File: src/hw/raw_defines.vh
`ifndef RAW_DEFINES_VH
`define RAW_DEFINES_VH
// Summary of operation
// - undefined repeat codes alarm once per second
// - repeat code picks second..year match rate
// - match sets alarm flag; irq if enabled
// - pointer on flags address defers alarm irq
// - flags read clears alarm flag and irq
// - backup mode alarm pulls pin with enables
// - watchdog: five-bit multiplier, two-bit resolution
// - timeout sets watchdog flag and irq
// - any watchdog write restarts the period
// - writing zero releases irq, disables watchdog
// - flags read clears watchdog flag bit 7
// - power-up clears watchdog register
// - watchdog beats frequency test on pin
// - rate code selects 32 kHz down to 1 Hz
// - wave enable switches wave onto pin outside backup
// - century bit toggles at rollover when enabled
// - battery checked at power-up and daily
// - battery-low holds until a check passes
// - oscillator fault set by reset, fail, halt
// - oscillator fault holds until written zero
// - fault irq released only by enable/flag clear
// - idle pin follows static output level bit
// - power-up defaults of control bits

// register addresses
`define RAW_A_SECONDS   5'h01
`define RAW_A_CENTURY   5'h03
`define RAW_A_CALIB     5'h08
`define RAW_A_WDOG      5'h09
`define RAW_A_AL_MONTH  5'h0A
`define RAW_A_AL_DATE   5'h0B
`define RAW_A_AL_HOUR   5'h0C
`define RAW_A_AL_MIN    5'h0D
`define RAW_A_AL_SEC    5'h0E
`define RAW_A_FLAGS     5'h0F
`define RAW_A_WAVE      5'h13
// flag bit positions
`define RAW_B_WDF       7
`define RAW_B_AF        6
`define RAW_B_BL        4
`define RAW_B_OF        2
// alarm repeat codes, bit 5 down to bit 1
`define RAW_RPT_SEC     5'h1F
`define RAW_RPT_MIN     5'h1E
`define RAW_RPT_HOUR    5'h1C
`define RAW_RPT_DAY     5'h18
`define RAW_RPT_MONTH   5'h10
`define RAW_RPT_YEAR    5'h00
// timing: 32768 Hz oscillator, 2048 cycles per 1/16 s
`define RAW_WD_TICK_LAST 11'h7FF
`define RAW_FT_BIT      5
`define RAW_DAY_SECONDS 86400
`define RAW_BOOT_DLY    3
// reset values
`define RAW_WDOG_RST    8'h00
`define RAW_CALIB_RST   8'h80
`endif

File: src/hw/raw_sync.v
`default_nettype none
// two-stage synchroniser for inputs from outside the clk domain
module raw_sync #(
  parameter W = 1
) (
  input  wire         clk,
  input  wire         nrst,
  input  wire [W-1:0] d_in,
  output wire [W-1:0] d_out
);
  reg [W-1:0] meta_ff; // first stage, read only by second stage
  reg [W-1:0] sync_ff; // settled copy

  // plain shift; no logic may look at meta_ff
  always @(posedge clk or negedge nrst) begin
    if (!nrst) begin
      meta_ff <= {W{1'b0}};
      sync_ff <= {W{1'b0}};
    end else begin
      meta_ff <= d_in;
      sync_ff <= meta_ff;
    end
  end

  assign d_out = sync_ff;
endmodule // raw_sync
`default_nettype wire

File: src/hw/raw_top.v
`include "raw_defines.vh"
`default_nettype none
// alarm, watchdog, square wave and flag logic of the clock
module raw_top #(
  parameter DAY_SECONDS = `RAW_DAY_SECONDS
) (
  input  wire       clk,
  input  wire       nrst,
  input  wire       reg_wr,
  input  wire       reg_rd,
  input  wire [4:0] reg_addr,
  input  wire [7:0] reg_wdata,
  output wire [7:0] reg_rdata,
  input  wire [4:0] ptr_addr,
  input  wire       tick_sec,
  input  wire       century_roll,
  input  wire [6:0] cur_sec,
  input  wire [6:0] cur_min,
  input  wire [5:0] cur_hour,
  input  wire [5:0] cur_date,
  input  wire [4:0] cur_month,
  input  wire       osc_clk,
  input  wire       osc_stalled,
  input  wire       batt_weak_cmp,
  input  wire       on_backup,
  output wire       shared_irq_pin_o,
  output wire       shared_irq_pin_oe,
  output wire       oscillator_halt,
  output wire       update_halt,
  output wire       century_toggle,
  output wire [5:0] calib_value
);

  ////////////////////////////////////////////////////////////////////
  // input synchronisation
  wire [3:0] pin_sync;  // settled osc, fail, weak, backup
  wire       osc_s;     // settled oscillator level
  wire       fail_s;    // oscillator stall detector
  wire       weak_s;    // battery comparator
  wire       backup_s;  // battery backup mode

  raw_sync #(.W(4)) u_sync (
    .clk   (clk),
    .nrst  (nrst),
    .d_in  ({osc_clk, osc_stalled, batt_weak_cmp, on_backup}),
    .d_out (pin_sync)
  );
  assign osc_s    = pin_sync[3];
  assign fail_s   = pin_sync[2];
  assign weak_s   = pin_sync[1];
  assign backup_s = pin_sync[0];

  ////////////////////////////////////////////////////////////////////
  // register state
  reg        st_ff;         // oscillator halt
  reg        ht_ff;         // update halt
  reg        ceb_ff;        // century enable
  reg        cb_ff;         // century bit
  reg  [7:0] calib_ff;      // static level, freq test, calibration
  reg  [7:0] wdog_ff;       // fault irq enable, multiplier, resolution
  reg        afe_ff;        // alarm irq enable
  reg        square_wave_en_ff;       // square wave enable
  reg        abe_ff;        // alarm on backup enable
  reg  [4:0] al_month_ff;   // alarm month
  reg  [5:0] al_date_ff;    // alarm date
  reg  [5:0] al_hour_ff;    // alarm hour
  reg  [6:0] al_min_ff;     // alarm minutes
  reg  [6:0] al_sec_ff;     // alarm seconds
  reg  [4:0] rpt_ff;        // repeat code, bit 5 down to bit 1
  reg  [3:0] rate_ff;       // square wave rate code
  reg        wdf_ff;        // watchdog flag
  reg        af_ff;         // alarm flag
  reg        bl_ff;         // battery low flag
  reg        of_ff;         // oscillator fault flag
  reg  [7:0] rdata_ff;      // registered read data

  wire wr_at_st   = reg_wr && (reg_addr == `RAW_A_SECONDS);
  wire wr_at_cen  = reg_wr && (reg_addr == `RAW_A_CENTURY);
  wire wr_at_wdog = reg_wr && (reg_addr == `RAW_A_WDOG);
  wire wr_at_flag = reg_wr && (reg_addr == `RAW_A_FLAGS);
  wire rd_flags   = reg_rd && (reg_addr == `RAW_A_FLAGS);

  wire [4:0] wd_mult = wdog_ff[6:2];  // binary multiplier
  wire [1:0] wd_res  = wdog_ff[1:0];  // resolution code
  wire       osc_fail_irq_en    = wdog_ff[7];
  wire       wd_prog = (wd_mult != 5'h00);

  ////////////////////////////////////////////////////////////////////
  // oscillator edge detect and divider
  reg         osc_d_ff;     // previous settled osc level
  reg  [14:0] div_ff;       // ripple divider of oscillator cycles
  wire        osc_rise = osc_s & ~osc_d_ff;
  wire        osc_step = osc_rise && !st_ff; // a halted crystal gives no edges

  // halted oscillator freezes the divider, like the real crystal
  always @(posedge clk or negedge nrst) begin
    if (!nrst) begin
      osc_d_ff <= 1'b0;
      div_ff   <= 15'h0000;
    end else begin
      osc_d_ff <= osc_s;
      if (osc_rise && !st_ff)
        div_ff <= div_ff + 15'h0001;
    end
  end

  ////////////////////////////////////////////////////////////////////
  // control register writes
  always @(posedge clk or negedge nrst) begin
    if (!nrst) begin
      st_ff       <= 1'b1;
      ht_ff       <= 1'b1;
      ceb_ff      <= 1'b0;
      cb_ff       <= 1'b0;
      calib_ff    <= `RAW_CALIB_RST;
      wdog_ff     <= `RAW_WDOG_RST;
      afe_ff      <= 1'b0;
      square_wave_en_ff     <= 1'b0;
      abe_ff      <= 1'b0;
      al_month_ff <= 5'h00;
      al_date_ff  <= 6'h00;
      al_hour_ff  <= 6'h00;
      al_min_ff   <= 7'h00;
      al_sec_ff   <= 7'h00;
      rpt_ff      <= 5'h00;
      rate_ff     <= 4'h0;
    end else begin
      if (wr_at_st)
        st_ff <= reg_wdata[7];
      // host write wins over a rollover in the same cycle
      if (wr_at_cen) begin
        ceb_ff <= reg_wdata[7];
        cb_ff  <= reg_wdata[6];
      end else if (century_roll && ceb_ff) begin
        cb_ff <= ~cb_ff;
      end
      if (reg_wr && reg_addr == `RAW_A_CALIB)
        calib_ff <= reg_wdata;
      if (wr_at_wdog)
        wdog_ff <= reg_wdata;
      if (reg_wr && reg_addr == `RAW_A_AL_MONTH) begin
        afe_ff      <= reg_wdata[7];
        square_wave_en_ff     <= reg_wdata[6];
        abe_ff      <= reg_wdata[5];
        al_month_ff <= reg_wdata[4:0];
      end
      if (reg_wr && reg_addr == `RAW_A_AL_DATE) begin
        rpt_ff[3]  <= reg_wdata[7];
        rpt_ff[4]  <= reg_wdata[6];
        al_date_ff <= reg_wdata[5:0];
      end
      if (reg_wr && reg_addr == `RAW_A_AL_HOUR) begin
        rpt_ff[2]  <= reg_wdata[7];
        ht_ff      <= reg_wdata[6];
        al_hour_ff <= reg_wdata[5:0];
      end
      if (reg_wr && reg_addr == `RAW_A_AL_MIN) begin
        rpt_ff[1] <= reg_wdata[7];
        al_min_ff <= reg_wdata[6:0];
      end
      if (reg_wr && reg_addr == `RAW_A_AL_SEC) begin
        rpt_ff[0] <= reg_wdata[7];
        al_sec_ff <= reg_wdata[6:0];
      end
      if (reg_wr && reg_addr == `RAW_A_WAVE)
        rate_ff <= reg_wdata[7:4];
    end
  end

  ////////////////////////////////////////////////////////////////////
  // alarm match under the repeat code
  wire m_sec = (al_sec_ff == cur_sec);
  wire m_min = m_sec && (al_min_ff == cur_min);
  wire m_hr  = m_min && (al_hour_ff == cur_hour);
  wire m_day = m_hr && (al_date_ff == cur_date);
  wire m_yr  = m_day && (al_month_ff == cur_month);
  reg  match_lvl; // criteria met for this second

  always @* begin
    case (rpt_ff)
      `RAW_RPT_SEC:   match_lvl = 1'b1;
      `RAW_RPT_MIN:   match_lvl = m_sec;
      `RAW_RPT_HOUR:  match_lvl = m_min;
      `RAW_RPT_DAY:   match_lvl = m_hr;
      `RAW_RPT_MONTH: match_lvl = m_day;
      `RAW_RPT_YEAR:  match_lvl = m_yr;
      // a bad code fires every second so it is noticed fast
      default:        match_lvl = 1'b1;
    endcase
  end

  wire alarm_hit = tick_sec && match_lvl;

  ////////////////////////////////////////////////////////////////////
  // alarm flag and alarm interrupt
  reg  al_pend_ff;  // alarm waiting for pointer to leave flags
  reg  al_irq_ff;   // alarm interrupt active
  wire ptr_on_flags = (ptr_addr == `RAW_A_FLAGS);
  // in backup the wave is off, so the backup enable takes the place of the wave enable
  wire al_irq_ok = afe_ff && (backup_s ? abe_ff : !square_wave_en_ff);

  // set wins over the read clear in the same cycle
  always @(posedge clk or negedge nrst) begin
    if (!nrst) begin
      af_ff      <= 1'b0;
      al_pend_ff <= 1'b0;
      al_irq_ff  <= 1'b0;
    end else begin
      if (alarm_hit)
        af_ff <= 1'b1;
      else if (rd_flags)
        af_ff <= 1'b0;
      if (alarm_hit && al_irq_ok && ptr_on_flags)
        al_pend_ff <= 1'b1;
      else if (!ptr_on_flags || rd_flags)
        al_pend_ff <= 1'b0;
      if ((alarm_hit || al_pend_ff) && al_irq_ok && !ptr_on_flags)
        al_irq_ff <= 1'b1;
      else if (rd_flags)
        al_irq_ff <= 1'b0;
    end
  end

  ////////////////////////////////////////////////////////////////////
  // watchdog counts raw oscillator edges, 2048 per 1/16 s, so a write restarts it exactly
  reg  [21:0] wd_cnt_ff;  // elapsed oscillator edges
  reg         wd_irq_ff;  // watchdog interrupt, held until zero write
  wire [21:0] wd_limit = {6'h00, wd_mult, 11'h000} << {wd_res, 1'b0};
  wire        wd_hit = wd_prog && osc_step && !wr_at_wdog
                       && (wd_cnt_ff + 22'h000001 >= wd_limit);

  always @(posedge clk or negedge nrst) begin
    if (!nrst) begin
      wd_cnt_ff <= 22'h000000;
      wd_irq_ff <= 1'b0;
      wdf_ff    <= 1'b0;
    end else begin
      if (wr_at_wdog || !wd_prog || wd_hit)
        wd_cnt_ff <= 22'h000000;
      else if (osc_step)
        wd_cnt_ff <= wd_cnt_ff + 22'h000001;
      if (wd_hit)
        wd_irq_ff <= 1'b1;
      else if (wr_at_wdog && reg_wdata == 8'h00)
        wd_irq_ff <= 1'b0;
      if (wd_hit)
        wdf_ff <= 1'b1;
      else if (rd_flags)
        wdf_ff <= 1'b0;
    end
  end

  ////////////////////////////////////////////////////////////////////
  // battery checks at power-up and every day
  reg [`RAW_BOOT_DLY-1:0] boot_ff;  // waits for settled comparator
  reg [16:0]              day_ff;   // seconds since last check
  wire boot_chk = boot_ff[`RAW_BOOT_DLY-2] & ~boot_ff[`RAW_BOOT_DLY-1];
  wire day_end  = tick_sec && (day_ff == DAY_SECONDS[16:0] - 17'h00001);

  always @(posedge clk or negedge nrst) begin
    if (!nrst) begin
      boot_ff <= {`RAW_BOOT_DLY{1'b0}};
      day_ff  <= 17'h00000;
      bl_ff   <= 1'b0;
    end else begin
      boot_ff <= {boot_ff[`RAW_BOOT_DLY-2:0], 1'b1};
      if (day_end)
        day_ff <= 17'h00000;
      else if (tick_sec)
        day_ff <= day_ff + 17'h00001;
      // flag only changes at a check, so a weak reading sticks
      if (boot_chk || day_end)
        bl_ff <= weak_s;
    end
  end

  ////////////////////////////////////////////////////////////////////
  // oscillator fault flag; any set source beats the host clear
  always @(posedge clk or negedge nrst) begin
    if (!nrst)
      of_ff <= 1'b1;
    else if (fail_s || st_ff || (wr_at_st && reg_wdata[7]))
      of_ff <= 1'b1;
    else if (wr_at_flag && !reg_wdata[`RAW_B_OF])
      of_ff <= 1'b0;
  end

  ////////////////////////////////////////////////////////////////////
  // shared pin function select, highest priority first
  reg  pin_low_ff;  // open-drain pull-down enable
  reg  pin_o_ff;    // driven level, always low
  reg  nxt_pin_low;
  wire irq_any = al_irq_ff || wd_irq_ff || (osc_fail_irq_en && of_ff);
  reg  wave;        // selected square wave

  always @* begin
    case (rate_ff)
      4'h0:    wave = 1'b1;
      4'h1:    wave = osc_s;
      default: wave = div_ff[rate_ff - 4'h1];
    endcase
  end

  always @* begin
    if (backup_s)
      nxt_pin_low = al_irq_ff && abe_ff && afe_ff;
    else if (square_wave_en_ff)
      nxt_pin_low = ~wave;
    else if (afe_ff || wd_prog || osc_fail_irq_en)
      nxt_pin_low = irq_any;
    else if (calib_ff[6])
      nxt_pin_low = ~st_ff && ~div_ff[`RAW_FT_BIT];
    else
      nxt_pin_low = ~calib_ff[7];
  end

  always @(posedge clk or negedge nrst) begin
    if (!nrst) begin
      pin_low_ff <= 1'b0;
      pin_o_ff   <= 1'b0;
    end else begin
      pin_low_ff <= nxt_pin_low;
      pin_o_ff   <= 1'b0;
    end
  end

  ////////////////////////////////////////////////////////////////////
  // read data, one cycle after the strobe; flags show pre-clear value
  reg [7:0] nxt_rdata;

  always @* begin
    case (reg_addr)
      `RAW_A_SECONDS:  nxt_rdata = {st_ff, 7'h00};
      `RAW_A_CENTURY:  nxt_rdata = {ceb_ff, cb_ff, 6'h00};
      `RAW_A_CALIB:    nxt_rdata = calib_ff;
      `RAW_A_WDOG:     nxt_rdata = wdog_ff;
      `RAW_A_AL_MONTH: nxt_rdata = {afe_ff, square_wave_en_ff, abe_ff, al_month_ff};
      `RAW_A_AL_DATE:  nxt_rdata = {rpt_ff[3], rpt_ff[4], al_date_ff};
      `RAW_A_AL_HOUR:  nxt_rdata = {rpt_ff[2], ht_ff, al_hour_ff};
      `RAW_A_AL_MIN:   nxt_rdata = {rpt_ff[1], al_min_ff};
      `RAW_A_AL_SEC:   nxt_rdata = {rpt_ff[0], al_sec_ff};
      `RAW_A_FLAGS:    nxt_rdata = {wdf_ff, af_ff, 1'b0, bl_ff,
                                    1'b0, of_ff, 2'b00};
      `RAW_A_WAVE:     nxt_rdata = {rate_ff, 4'h0};
      default:         nxt_rdata = 8'h00;
    endcase
  end

  always @(posedge clk or negedge nrst) begin
    if (!nrst)
      rdata_ff <= 8'h00;
    else if (reg_rd)
      rdata_ff <= nxt_rdata;
  end

  ////////////////////////////////////////////////////////////////////
  // outputs
  assign reg_rdata         = rdata_ff;
  assign shared_irq_pin_o  = pin_o_ff;
  assign shared_irq_pin_oe = pin_low_ff;
  assign oscillator_halt   = st_ff;
  assign update_halt       = ht_ff;
  assign century_toggle    = cb_ff;
  assign calib_value       = calib_ff[5:0];

endmodule // raw_top
`default_nettype wire

File: config.mk
export PLATFORM = sky130hd
export DESIGN_NAME = raw_top
export DESIGN_NICKNAME = d
export VERILOG_FILES = /design/src/hw/raw_sync.v /design/src/hw/raw_top.v
export VERILOG_INCLUDE_DIRS = /design/src /design/src/hw
export SDC_FILE = /design/constraint.sdc
export NUM_CORES = 1
export LEC_CHECK = 0
export ABC_AREA = 0
export BUFFER_PORTS_ARGS = -buffer_cell sky130_fd_sc_hd__buf_4
export CAP_MARGIN = 40
export CORE_MARGIN = 2
export CORE_UTILIZATION = 30
export CTS_CLUSTER_DIAMETER = 30
export DETAILED_ROUTE_END_ITERATION = 8
export PLACE_DENSITY = 0.6
export SLEW_MARGIN = 20
export SYNTH_ARGS = -nofsm -noshare
export SYNTH_HDL_FRONTEND = slang
export SYNTH_HIERARCHICAL = 1
export SYNTH_SLANG_ARGS = --single-unit
File: constraint.sdc
create_clock -name clk -period 3.2 [get_ports clk]
set_input_delay 0.16 -clock clk [delete_from_list [all_inputs] [get_ports clk]]
set_output_delay 0.16 -clock clk [all_outputs]
set_load 0.02 [all_outputs]
# Word level (Yosys, flattened, before mapping)
# Index checks and enable logic that the tools add are counted.
# totals
input_bits	59
out_inout_bits	19
ff_bits	145
elab_cells	165
# op_classes
n_lt_le_gt_ge	2
shifts	1
n_mux	26
n_eq_ne	23
addsub	4
bitwise_logic	9
n_reduce_logical	65
# ops
op	count
one-hot mux 8 bit (11 select lines)	1
== test 5 x 4 -> 1 bit (second input constant)	9
2-to-1 mux 22 bit	2
logical AND 1 bit	35
2-to-1 mux 17 bit	2
== test 5 bit (second input constant)	5
adder 22 x 1 -> 22 bit (second input constant)	1
>= comparator 22 bit	1
left shift 16 x 3 -> 22 bit	1
2-to-1 mux 1 bit	18
nonzero test 2 bit	9
adder 17 x 1 -> 17 bit (second input constant)	1
== test 17 bit (second input constant)	1
adder 15 x 1 -> 15 bit (second input constant)	1
== test 7 bit	2
== test 6 bit	2
logical OR 1 bit	11
logical NOT 8 bit	1
inverter 1 bit	7
logical NOT 1 bit	6
== test 5 x 1 -> 1 bit (second input constant)	1
== test 5 x 2 -> 1 bit (second input constant)	1
== test 5 bit	1
logical NOT 5 bit	1
other kinds (9)	10

# Depth between registers and ports, before layout
# Gate-level depths: netlist of the first run.
# logic_depth
word_depth	11
depth_mapped	14
depth_no_buf	12

# By module
# Netlist of the first run, hierarchy kept.
# modules_own_cells
mod	cells_each	n_inst	area_per_inst_um2
raw_top	747	1	7717.4
raw_sync	8	1	200.2

# Worst setup path before layout of the first run
# OpenSTA, ideal clock, no wires.
# synth_path
path_kind	register -> register
startpoint	register wd_cnt_ff[5]
endpoint	register wd_cnt_ff[19]
slack_ns	0.062
setup_ns	0.079
stages_incl_launch_ff	14
synth_period_minus_slack_ns	3.138
arrival_ns	3.058
t_required_ns	3.121
path_cell_list	dfrtp_1 -> buf_2 -> nand4_1 -> nor4_1 -> nand3_1 -> xnor2_1 -> ha_1 -> a21oi_1 -> a21oi_1 -> o41ai_1 -> buf_2 -> buf_1 -> nand3b_1 -> mux2i_1
# synth_via
elab_chain_cells	5
# synth_lines
element	line	source
start: declaration	raw_top.v:226	reg [21:0] wd_cnt_ff;
start signal: assignment	raw_top.v:241	wd_cnt_ff <= wd_cnt_ff + 22'h000001;
adder 22 x 1 -> 22 bit *	raw_top.v:230, raw_top.v:241	
>= comparator 22 bit	raw_top.v:230	&& (wd_cnt_ff + 22'h000001 >= wd_limit);
logical AND 1 bit	raw_top.v:230	
logical OR 1 bit	raw_top.v:238	if (wr_at_wdog || !wd_prog || wd_hit)
2-to-1 mux 22 bit or nonzero test 2 bit (tied branches)	n/a	
# Every way passes the cells marked *; elsewhere a longest branch is shown, timed or not. The select of a mux whose other input is x is not followed.
# A chain may end at the register's enable or synchronous reset.

# Final worst setup path of the first run
# layout_path
startpoint	register wd_cnt_ff[7]
endpoint	register wd_cnt_ff[3]
# layout_via
elab_chain_cells	5
# layout_lines
element	line
adder 22 x 1 -> 22 bit *	raw_top.v:230
>= comparator 22 bit *	raw_top.v:230
logical AND 1 bit *	raw_top.v:230
logical OR 1 bit *	raw_top.v:238
2-to-1 mux 22 bit or nonzero test 2 bit (tied branches)	n/a
# Every way passes the cells marked *; elsewhere a longest branch is shown, timed or not.

==> results.cfg, run 1 <==
[floorplan]
boundaryPins = 78
die_area_sq_um = 27700
row_count = 59
start_util_pct = 30.5
chipHeight_microns = 166
core_sq_um = 26000
die_x_microns = 166

[route]
drtAntennaViolNets = 0
vias = 6339
drcViolationCount = 0
vias_per_cell = 5.29
drt-total-wl_mm = 21.5
firstDrtPassIters = 6
wl_per_cell_microns = 17.9
drt_iter0_markers = 526

[min_path]
hold_depth = 2
hold_path_class = primary input to register
hold_end = day_ff[1]
hp-start = tick_sec

[timing]
setup_viol = 0
max_clock_freq_mhz = 324
period_minus_slack_ns = 3.09
setup_tns_ns = 0
fin_worst_skew_ns = 0.00748
hold_violations = 0
tightest_slew_ns = 0.880
drv_slew = 0
slew_headroom_pct = 40.6
fin_crit_sh_pct = 96.5
setup_ws_ns = 0.113
holdWs_ns = 0.0266

[yosys]
synthDistinctLibCells = 69
netlist.area_leader.share_pct = 44.6
synth_most_common_cell = dfrtp_1
yosys_warnings = 6
syn_avg_cell_area_sq_um = 10.5
synth_seq_area_share_pct = 45.9
syn_nets = 830
syn-instance-count = 755
yosysTopAreaCell = dfrtp_1
netlist_area_sq_um = 7920
async_flop_share_pct = 100
synth-edff-count = 0
yosys-top-cells-area = dfrtp_1 (45%), mux2_2 (8.8%), xnor2_1 (5.5%), nand2_1 (2.6%), nand3_1 (2.6%)
ys_top_cells_by_count = dfrtp_1 (141), mux2_2 (62), nand2_1 (55), xnor2_1 (50), nand3_1 (41)
synth_seq_cells = 145
synth_flop_cell = dfrtp_1

[setup_path]
start_kind = register
end_kind = register
reg2reg_from = wd_cnt_ff[7]
path_class = register to register
worst_ep_arrival_time_ns = 3.40
crit_path_max_fanout = 18
reg2reg_depth = 12
cp.required_ns = 3.51
rrSetupSlack_ns = 0.11
r2r_end = wd_cnt_ff[3]

[global_routing]
grt_usage_pct = 15.5
overflow = 0
grt_pass1_vias = 6054
grt_first_pass_wirelength_mm = 34.1
antenna_found_initial = 0
grt_start_max_net_pins = 61

[power]
netSwitchingFraction_pct = 33.3
intPower_mw = 3.76
power.leakage_nw = 4.15
power_density_nw_per_um2 = 585
p_sw_mw = 1.88
ir_drop_mv = 0.308
pwr-share-seq_pct = 43.8
power_frac_clock_pct = 33.3
combinationalPowerShare_pct = 22.9

[clock_network]
clkTransAtPathRegs_ns = 0.06
cts.sinks = 145
cts_root_buffer = clkbuf_16
cts_buffers = 17
clock_latency_ns = 0.43
tritoncts = built
clk_path_buf_depth = 2
cts_max_level = 4

[finish]
area_growth_syn_to_layout_pct = 21.7
num_antenna_cells = 0
multiInputGateArea_sq_um = 4040
seq_area_sq_um = 3640
drive_gt1_share_pct = 27.7
final_area_sq_um = 9640
layout.nets = 925
fill_cells = 2583
final_util_pct = 37.1

[outcome]
status = complete, no violations

[place]
numPortBuffers = 76
hpwl_mm = 15.3
globalplace.congestion = 0.865
dpl_cell_area_sq_um = 8920
dpl_worst_slack_ns = 0.0893

[flow_run]
drv_cap = 0
[how the worst max path moves through the flow]
stage	startpoint	end	slack, ns	depth (start not counted)
finish	wd_cnt_ff[7]	wd_cnt_ff[3]	0.11	12
CTS	wd_cnt_ff[7]	wd_cnt_ff[3]	0.07	12
global placement	wd_cnt_ff[3]	wd_cnt_ff[3]	0.16	12
floorplan	wd_cnt_ff[5]	wd_cnt_ff[19]	0.06	13
detailed placement	wd_cnt_ff[3]	wd_cnt_ff[3]	0.09	12
global route	wd_cnt_ff[0]	wd_cnt_ff[3]	-0.05	13
[cells by family after synthesis]
kind of cell,count (synthesis),share of synthesized area (%)
simple gates,268,18.6
mux,75,10.9
buf+inv,59,3.63
compound gates,119,10.5
fa+ha+maj,16,2.53
flops,145,45.9
other cells,2,0.0949
xor+xnor,71,7.85
[flip-flops by register name, indices dropped and copies added, names as in the netlist, 3 cells and up]
| name | cells |
|---|---|
| reg_rdata | 8 |
| al_sec_ff | 7 |
| rate_ff | 4 |
| day_ff | 17 |
| al_hour_ff | 6 |
| boot_ff | 3 |
| al_date_ff | 6 |
| calib_ff | 8 |
| div_ff | 15 |
| al_month_ff | 5 |
| al_min_ff | 7 |
| u_sync/meta_ff | 4 |
| wdog_ff | 8 |
| rpt_ff | 5 |
| wd_cnt_ff | 22 |
| u_sync/d_out | 4 |
[through the flow]
stage                     power (mW)  std cells
after detailed placement        3.76       1152
after global routing            5.94       1198
after floorplan                 3.26        755
after CTS                       5.66       1189
after global placement          3.73       1152
final                           5.64       1198
[final cells by class]
type                    instances  share of cell area (%)
multi-input cells             551                    42.0
flip-flops and latches        145                    37.7
repair buffers                112                    9.33
clock buffers                  17                    4.41
well taps                     335                    4.35
clock inverters                15                    1.31
inverters                      23                   0.896
[placed cells by master (no fill, tap or decap), types with 6 or more instances in the layout]
| cell | n |
|---|---|
| dfrtp_1 | 138 |
| buf_4 | 103 |
| mux2_2 | 62 |
| nand2_1 | 55 |
| xnor2_1 | 49 |
| nand3_1 | 40 |
| nor2_1 | 37 |
| nand4_1 | 26 |
| inv_1 | 23 |
| a31oi_1 | 23 |
| and3_1 | 22 |
| xor2_1 | 21 |
| a22oi_1 | 20 |
| clkbuf_16 | 18 |
| ha_1 | 16 |
| o21ai_0 | 15 |
| nor3_1 | 11 |
| nor4_1 | 11 |
| mux2i_1 | 10 |
| a21oi_1 | 9 |
| nand3b_1 | 8 |
| o22ai_1 | 7 |
| and2_1 | 7 |
| nor2b_1 | 6 |
| a22o_1 | 6 |
[routing by layer]
layer / up-vias / GRT usage, % / part of all wire, %
met5: - / 0 / 0
met4: 0 / 3.97 / 1.2
met3: 23 / 3.61 / 4.8
met2: 187 / 23.5 / 46
met1: 3165 / 22.4 / 48
li1: 2964 / - / -
[worst max-delay path, stage by stage (launching register included)]
cell,delay (ns)
dfrtp_2,0.40
nand4_1,0.15
or3_4,0.43
o31a_1,0.31
or2_1,0.24
ha_1,0.29
nand2_1,0.08
o21a_1,0.19
nor4bb_4,0.15
buf_4,0.17
buf_12,0.15
a31o_2,0.24
a22o_1,0.18
[power by group through the flow]
stage          clock network, mW  logic [mW]  registers [mW]
5_1_grt                     2.01        1.42            2.51
3_3_place_gp                   0        1.25            2.49
2_1_floorplan                  0       0.891            2.37
4_1_cts                     1.91        1.28            2.46
3_5_place_dp                   0        1.27            2.49
6_report                    1.88        1.29            2.47
[timing repair]
action,in CTS,in global routing
setup buffers,0,8
setup endpoints to repair,0,22
hold buffers,5,0
resized for setup,0,10
hold endpoints to repair,58,0
(Power assumes the default switching activity.)
==> inputs of run 2 (changes only) <==
--- a/config.mk
+++ b/config.mk
@@ -13,7 +13,7 @@
 export CORE_UTILIZATION = 30
 export CTS_CLUSTER_DIAMETER = 30
 export DETAILED_ROUTE_END_ITERATION = 8
-export PLACE_DENSITY = 0.6
+export PLACE_DENSITY = 0.58
 export SLEW_MARGIN = 20
 export SYNTH_ARGS = -nofsm -noshare
 export SYNTH_HDL_FRONTEND = slang
==> constraint.sdc (replaced) <==
create_clock -name clk -period 3.5 [get_ports clk]
set_input_delay 0.175 -clock clk [delete_from_list [all_inputs] [get_ports clk]]
set_output_delay 0.175 -clock clk [all_outputs]
set_load 0.02 [all_outputs]
==> run 2 against run 1 <==
  * Largest power group unchanged
  * Sequential cell count is the same
  * Clock-buffer cell count grew 1
  * Core utilization shrank 0.29 points
  * Final area shrank 0.78%
  * Sequential share of layout area grew 0.28 points
  * Cell count shrank 1.2%
  * Critical endpoint is now wd_cnt_ff[11]
==> results.cfg, run 2 (synthesis results as in run 1) <==
[setup_path]
start_kind = register
reg2reg_depth = 11
path_class = register to register
cp.required_ns = 3.83
r2r_end = wd_cnt_ff[11]
reg2reg_from = wd_cnt_ff[5]
crit_path_max_fanout = 17
worst_ep_arrival_time_ns = 3.60
rrSetupSlack_ns = 0.23
end_kind = register

[power]
power.leakage_nw = 4.10
netSwitchingFraction_pct = 32.8
power_mw = 5.28
pwr-share-seq_pct = 42.8
intPower_mw = 3.55
combinationalPowerShare_pct = 22.5
p_sw_mw = 1.73
ir_drop_mv = 0.348
power_frac_clock_pct = 34.6
power_density_nw_per_um2 = 552

[global_routing]
grt_start_max_net_pins = 65
grt_usage_pct = 15.7
grt_pass1_vias = 6151
grt_first_pass_wirelength_mm = 34.6
overflow = 0
antenna_found_initial = 0

[finish]
largest-register = wd_cnt_ff
drive_gt1_share_pct = 26.0
largest_register_ffs = 22
layout.nets = 911
reg_top3 = wd_cnt_ff (22), day_ff (17), div_ff (15)
fin_cells = 1184
final_util_pct = 36.8
final_cell_mix = dfrtp_1 (139), buf_4 (87), mux2_2 (62)
final_area_sq_um = 9560
fill_cells = 2592
area_growth_syn_to_layout_pct = 20.8
num_antenna_cells = 0
final_common_cell = dfrtp_1

[place]
dpl_cell_area_sq_um = 8880
numPortBuffers = 76
place_inst = 1145
globalplace.congestion = 0.872
hpwl_mm = 15.2

[timing]
holdWs_ns = 0.0439
slew_headroom_pct = 39.6
fin_crit_sh_pct = 93.4
setup_viol = 0
max_clock_freq_mhz = 306
period_minus_slack_ns = 3.27
drv_slew = 0
tightest_slew_ns = 0.895
fin_worst_skew_ns = 0.0103
hold_violations = 0

[floorplan]
row_count = 59
start_util_pct = 30.5
chipHeight_microns = 166
die_x_microns = 166
core_sq_um = 26000
die_area_sq_um = 27700
boundaryPins = 78

[clock_network]
cts_root_buffer = clkbuf_16
clkTransAtPathRegs_ns = 0.06
tritoncts = built
cts_max_level = 4
cts.sinks = 145
cts_buffers = 17
clk_path_buf_depth = 2
clock_latency_ns = 0.43

[route]
drcViolationCount = 0
firstDrtPassIters = 5
wl_per_cell_microns = 18.0
vias_per_cell = 5.23
vias = 6187
drt_iter0_markers = 451
drtAntennaViolNets = 0
drt-total-wl_mm = 21.3

[flow_run]
drv_cap = 0

[outcome]
status = complete, no violations

[min_path]
hold_end = day_ff[0]
hold_path_class = primary input to register
hp-start = tick_sec
hold_depth = 2
## run 2: worst max-delay path by stage
stage / from / end / slack [ns] / depth (start not counted)
6_report: wd_cnt_ff[5] / wd_cnt_ff[11] / 0.23 / 11
5_1_grt: wd_cnt_ff[6] / wd_cnt_ff[10] / -0.03 / 11
3_5_place_dp: wd_cnt_ff[5] / wd_cnt_ff[17] / 0.18 / 11
3_3_place_gp: wd_cnt_ff[5] / wd_cnt_ff[6] / 0.24 / 11
4_1_cts: wd_cnt_ff[5] / wd_cnt_ff[11] / 0.13 / 11
2_1_floorplan: wd_cnt_ff[5] / wd_cnt_ff[19] / 0.36 / 13
## run 2: cell type report
cell class | count | area [sq um] | share of cell area [%]
clock buffer | 18 | 439 | 4.59
clock inverter | 14 | 149 | 1.56
inverter | 23 | 86.3 | 0.903
multi-input combinational | 551 | 4030 | 42.1
sequential | 145 | 3640 | 38.0
tap | 335 | 419 | 4.38
timing repair buffer | 98 | 805 | 8.41
## run 2: per-stage QoR
stage | worst slack (ns) | setup TNS (ns)
floorplan | 0.362 | 0
global placement | 0.239 | 0
detailed placement | 0.184 | 0
CTS | 0.126 | 0
global route | -0.0278 | -0.0426
finish | 0.230 | 0
## run 2: power by group through the flow
stage / Sequential (mW) / Clock, mW / Combinational, mW
2_1_floorplan: 2.16 / 0 / 0.815
3_3_place_gp: 2.28 / 0 / 1.15
3_5_place_dp: 2.28 / 0 / 1.18
4_1_cts: 2.25 / 1.86 / 1.19
5_1_grt: 2.30 / 1.93 / 1.31
6_report: 2.26 / 1.83 / 1.19
## run 2: critical path, stage by stage, from the launching register on
cell and delay [ns]:
dfrtp_2 0.43, nand4_1 0.22, or3_4 0.41, o31a_1 0.32
or2_1 0.23, ha_1 0.30, a21oi_1 0.13, o21a_1 0.22
nor4bb_4 0.36, buf_6 0.22, nand3b_1 0.10, a31oi_1 0.22
## run 2: timing repair
item                                   in CTS  in global routing
setup buffers                               0                  2
hold buffers                                5                  0
resized for setup                           0                  7
endpoints found under the hold margin      63                  0
setup endpoints to repair                   0                 19
## run 2: per-layer routing
layer  routed length, microns  GRT usage (%)  vias to the layer above
met3                      895           2.95                       21
met1                    10300           23.1                     3094
met4                      247           4.31                        0
met5                        0              0                        -
met2                     9870           23.6                      139
li1                         -              -                     2933
==> inputs of run 3 (changes only) <==
--- a/config.mk
+++ b/config.mk
@@ -12,6 +12,7 @@
 export CORE_MARGIN = 2
 export CORE_UTILIZATION = 30
 export CTS_CLUSTER_DIAMETER = 30
+export CTS_CLUSTER_SIZE = 30
 export DETAILED_ROUTE_END_ITERATION = 8
 export PLACE_DENSITY = 0.58
 export SLEW_MARGIN = 20
==> constraint.sdc (replaced) <==
create_clock -name clk -period 3.5 [get_ports clk]
set_input_delay 0.7 -clock clk [delete_from_list [all_inputs] [get_ports clk]]
set_output_delay 0.7 -clock clk [all_outputs]
set_load 0.02 [all_outputs]
==> run 3 against run 2 <==
  * Via count down 0.73%
  * Clock skew about the same
  * Cell count down 0.34%
  * Largest power group unchanged
  * Register-to-register slack better by 0.08 ns
  * Clock-buffer cell count down 1
  * Critical path type unchanged
  * Worst setup slack better by 0.083 ns
  * Critical path depth up 2
  * Total power down 0.36%
==> results.cfg, run 3 (synthesis results as in run 1) <==
[timing]
tightest_slew_ns = 0.828
setup_viol = 0
slew_headroom_pct = 43.4
fin_worst_skew_ns = 0.00992
drv_slew = 0
rsz0062_at_grt = false
period_minus_slack_ns = 3.19
setup_tns_ns = 0
hold_violations = 0
setup_ws_ns = 0.313
max_clock_freq_mhz = 314
fin_crit_sh_pct = 91.1

[floorplan]
start_util_pct = 30.5
core_sq_um = 26000
die_x_microns = 166
chipHeight_microns = 166
boundaryPins = 78
row_count = 59
die_area_sq_um = 27700

[finish]
final_cell_mix = dfrtp_1 (140), buf_4 (89), mux2_2 (62)
fill_cells = 2642
largest_register_ffs = 22
drive_gt1_share_pct = 26.3
largest-register = wd_cnt_ff
final_common_cell = dfrtp_1
reg_top3 = wd_cnt_ff (22), day_ff (17), div_ff (15)
num_antenna_cells = 0
fin_cells = 1180
area_growth_syn_to_layout_pct = 20.1
layout.nets = 907

[power]
power_density_nw_per_um2 = 553
ir_drop_mv = 0.272
power.leakage_nw = 4.09
power_mw = 5.26

[setup_path]
cp.required_ns = 3.85
start_kind = register
end_kind = register
worst_ep_arrival_time_ns = 3.54
crit_path_max_fanout = 13
path_class = register to register

[route]
drcViolationCount = 0
drtAntennaViolNets = 0
drt-total-wl_mm = 20.6
wl_per_cell_microns = 17.5
vias = 6142
firstDrtPassIters = 5
drt_iter0_markers = 500
vias_per_cell = 5.21

[place]
numPortBuffers = 76
dpl_worst_slack_ns = 0.200
globalplace.congestion = 0.859
place_inst = 1148
hpwl_mm = 15.0

[flow_run]
drv_cap = 0

[clock_network]
tritoncts = built
clock_latency_ns = 0.43
ctsHoldBuffers = 0
clk_path_buf_depth = 2
cts_max_level = 4
cts_buffers = 17
clkTransAtPathRegs_ns = 0.07
cts_root_buffer = clkbuf_16
cts.sinks = 145

[min_path]
hold_path_class = primary input to async pin

[global_routing]
grt_pass1_vias = 5976
overflow = 0
grt_usage_pct = 15.4
grt_first_pass_wirelength_mm = 33.7
grt_start_max_net_pins = 54
antenna_found_initial = 0

[outcome]
status = complete, no violations
run 3: cell types whose count changed in the layout (fill, tap and decap cells not counted), sizes merged:
cell | before | now
buf | 93 | 94
clkbuf | 18 | 17
clkinv | 6 | 2
clkinvlp | 1 | 3
dlygate4sd3 | 5 | 0
inv | 29 | 32
run 3: final timing paths:
| kind | from | endpoint | slack, ns | depth (start not counted) |
|---|---|---|---|---|
| max | wd_cnt_ff[1] | wd_cnt_ff[6] | 0.31 | 13 |
| min | nrst | reg_rdata[6] | 0.21 | 1 |
| max reg2reg | wd_cnt_ff[1] | wd_cnt_ff[6] | 0.31 | 13 |
| min reg2reg | boot_ff[0] | boot_ff[1] | 0.35 | 0 |
| max in group asynchronous | nrst | wd_cnt_ff[5] | 2.31 | 2 |
| min in group clk | boot_ff[0] | boot_ff[1] | 0.35 | 0 |
run 3: power by group:
group	internal [mW]	switching (mW)	leakage (nW)
Sequential	1.93	0.308	1.86
Clock	1.01	0.817	0.280
Combinational	0.587	0.600	1.94
run 3: cell type report:
cell class,count,area [sq um],share of cell area (%)
Multi-Input combinational cell,551,4030,42.4
Tap cell,335,419,4.41
Clock buffer,17,425,4.48
Clock inverter,15,164,1.72
Timing Repair Buffer,94,744,7.83
Sequential cell,145,3630,38.2
Inverter,23,86.3,0.908
run 3: per-stage QoR:
step | utilization [%] | hold slack [ns] | instance area (sq um)
after global placement | 34.2 | 0.333 | 8880
after CTS | 36.5 | 0.223 | 9490
after detailed placement | 34.2 | 0.335 | 8900
final | 36.6 | 0.213 | 9510
after floorplan | - | 0.331 | 7920
after global routing | 36.6 | 0.233 | 9510
run 3: per-layer routing:
metal	track usage [%]	vias up	share of wire (%)
met5	0	-	0
met2	23.1	133	45
met3	3.14	15	3.9
met4	3.94	0	1.0
met1	22.6	3053	50
li1	-	2941	-
run 3: what timing repair did:
item	4_1_cts	5_1_grt
resized for setup	0	6
setup endpoints to repair	0	15
buffers inserted	0	0
run 3: worst max-delay path, stage by stage, from the launching register on:
cell and delay, ns:
dfrtp_1 0.39, ha_1 0.24, and4_1 0.35, nand3_1 0.15, o21a_1 0.20, or2_2 0.31
ha_1 0.21, a21oi_1 0.12, nor2b_1 0.07, o41ai_2 0.44, buf_4 0.23, buf_12 0.13
a41oi_1 0.12, a31oi_1 0.15
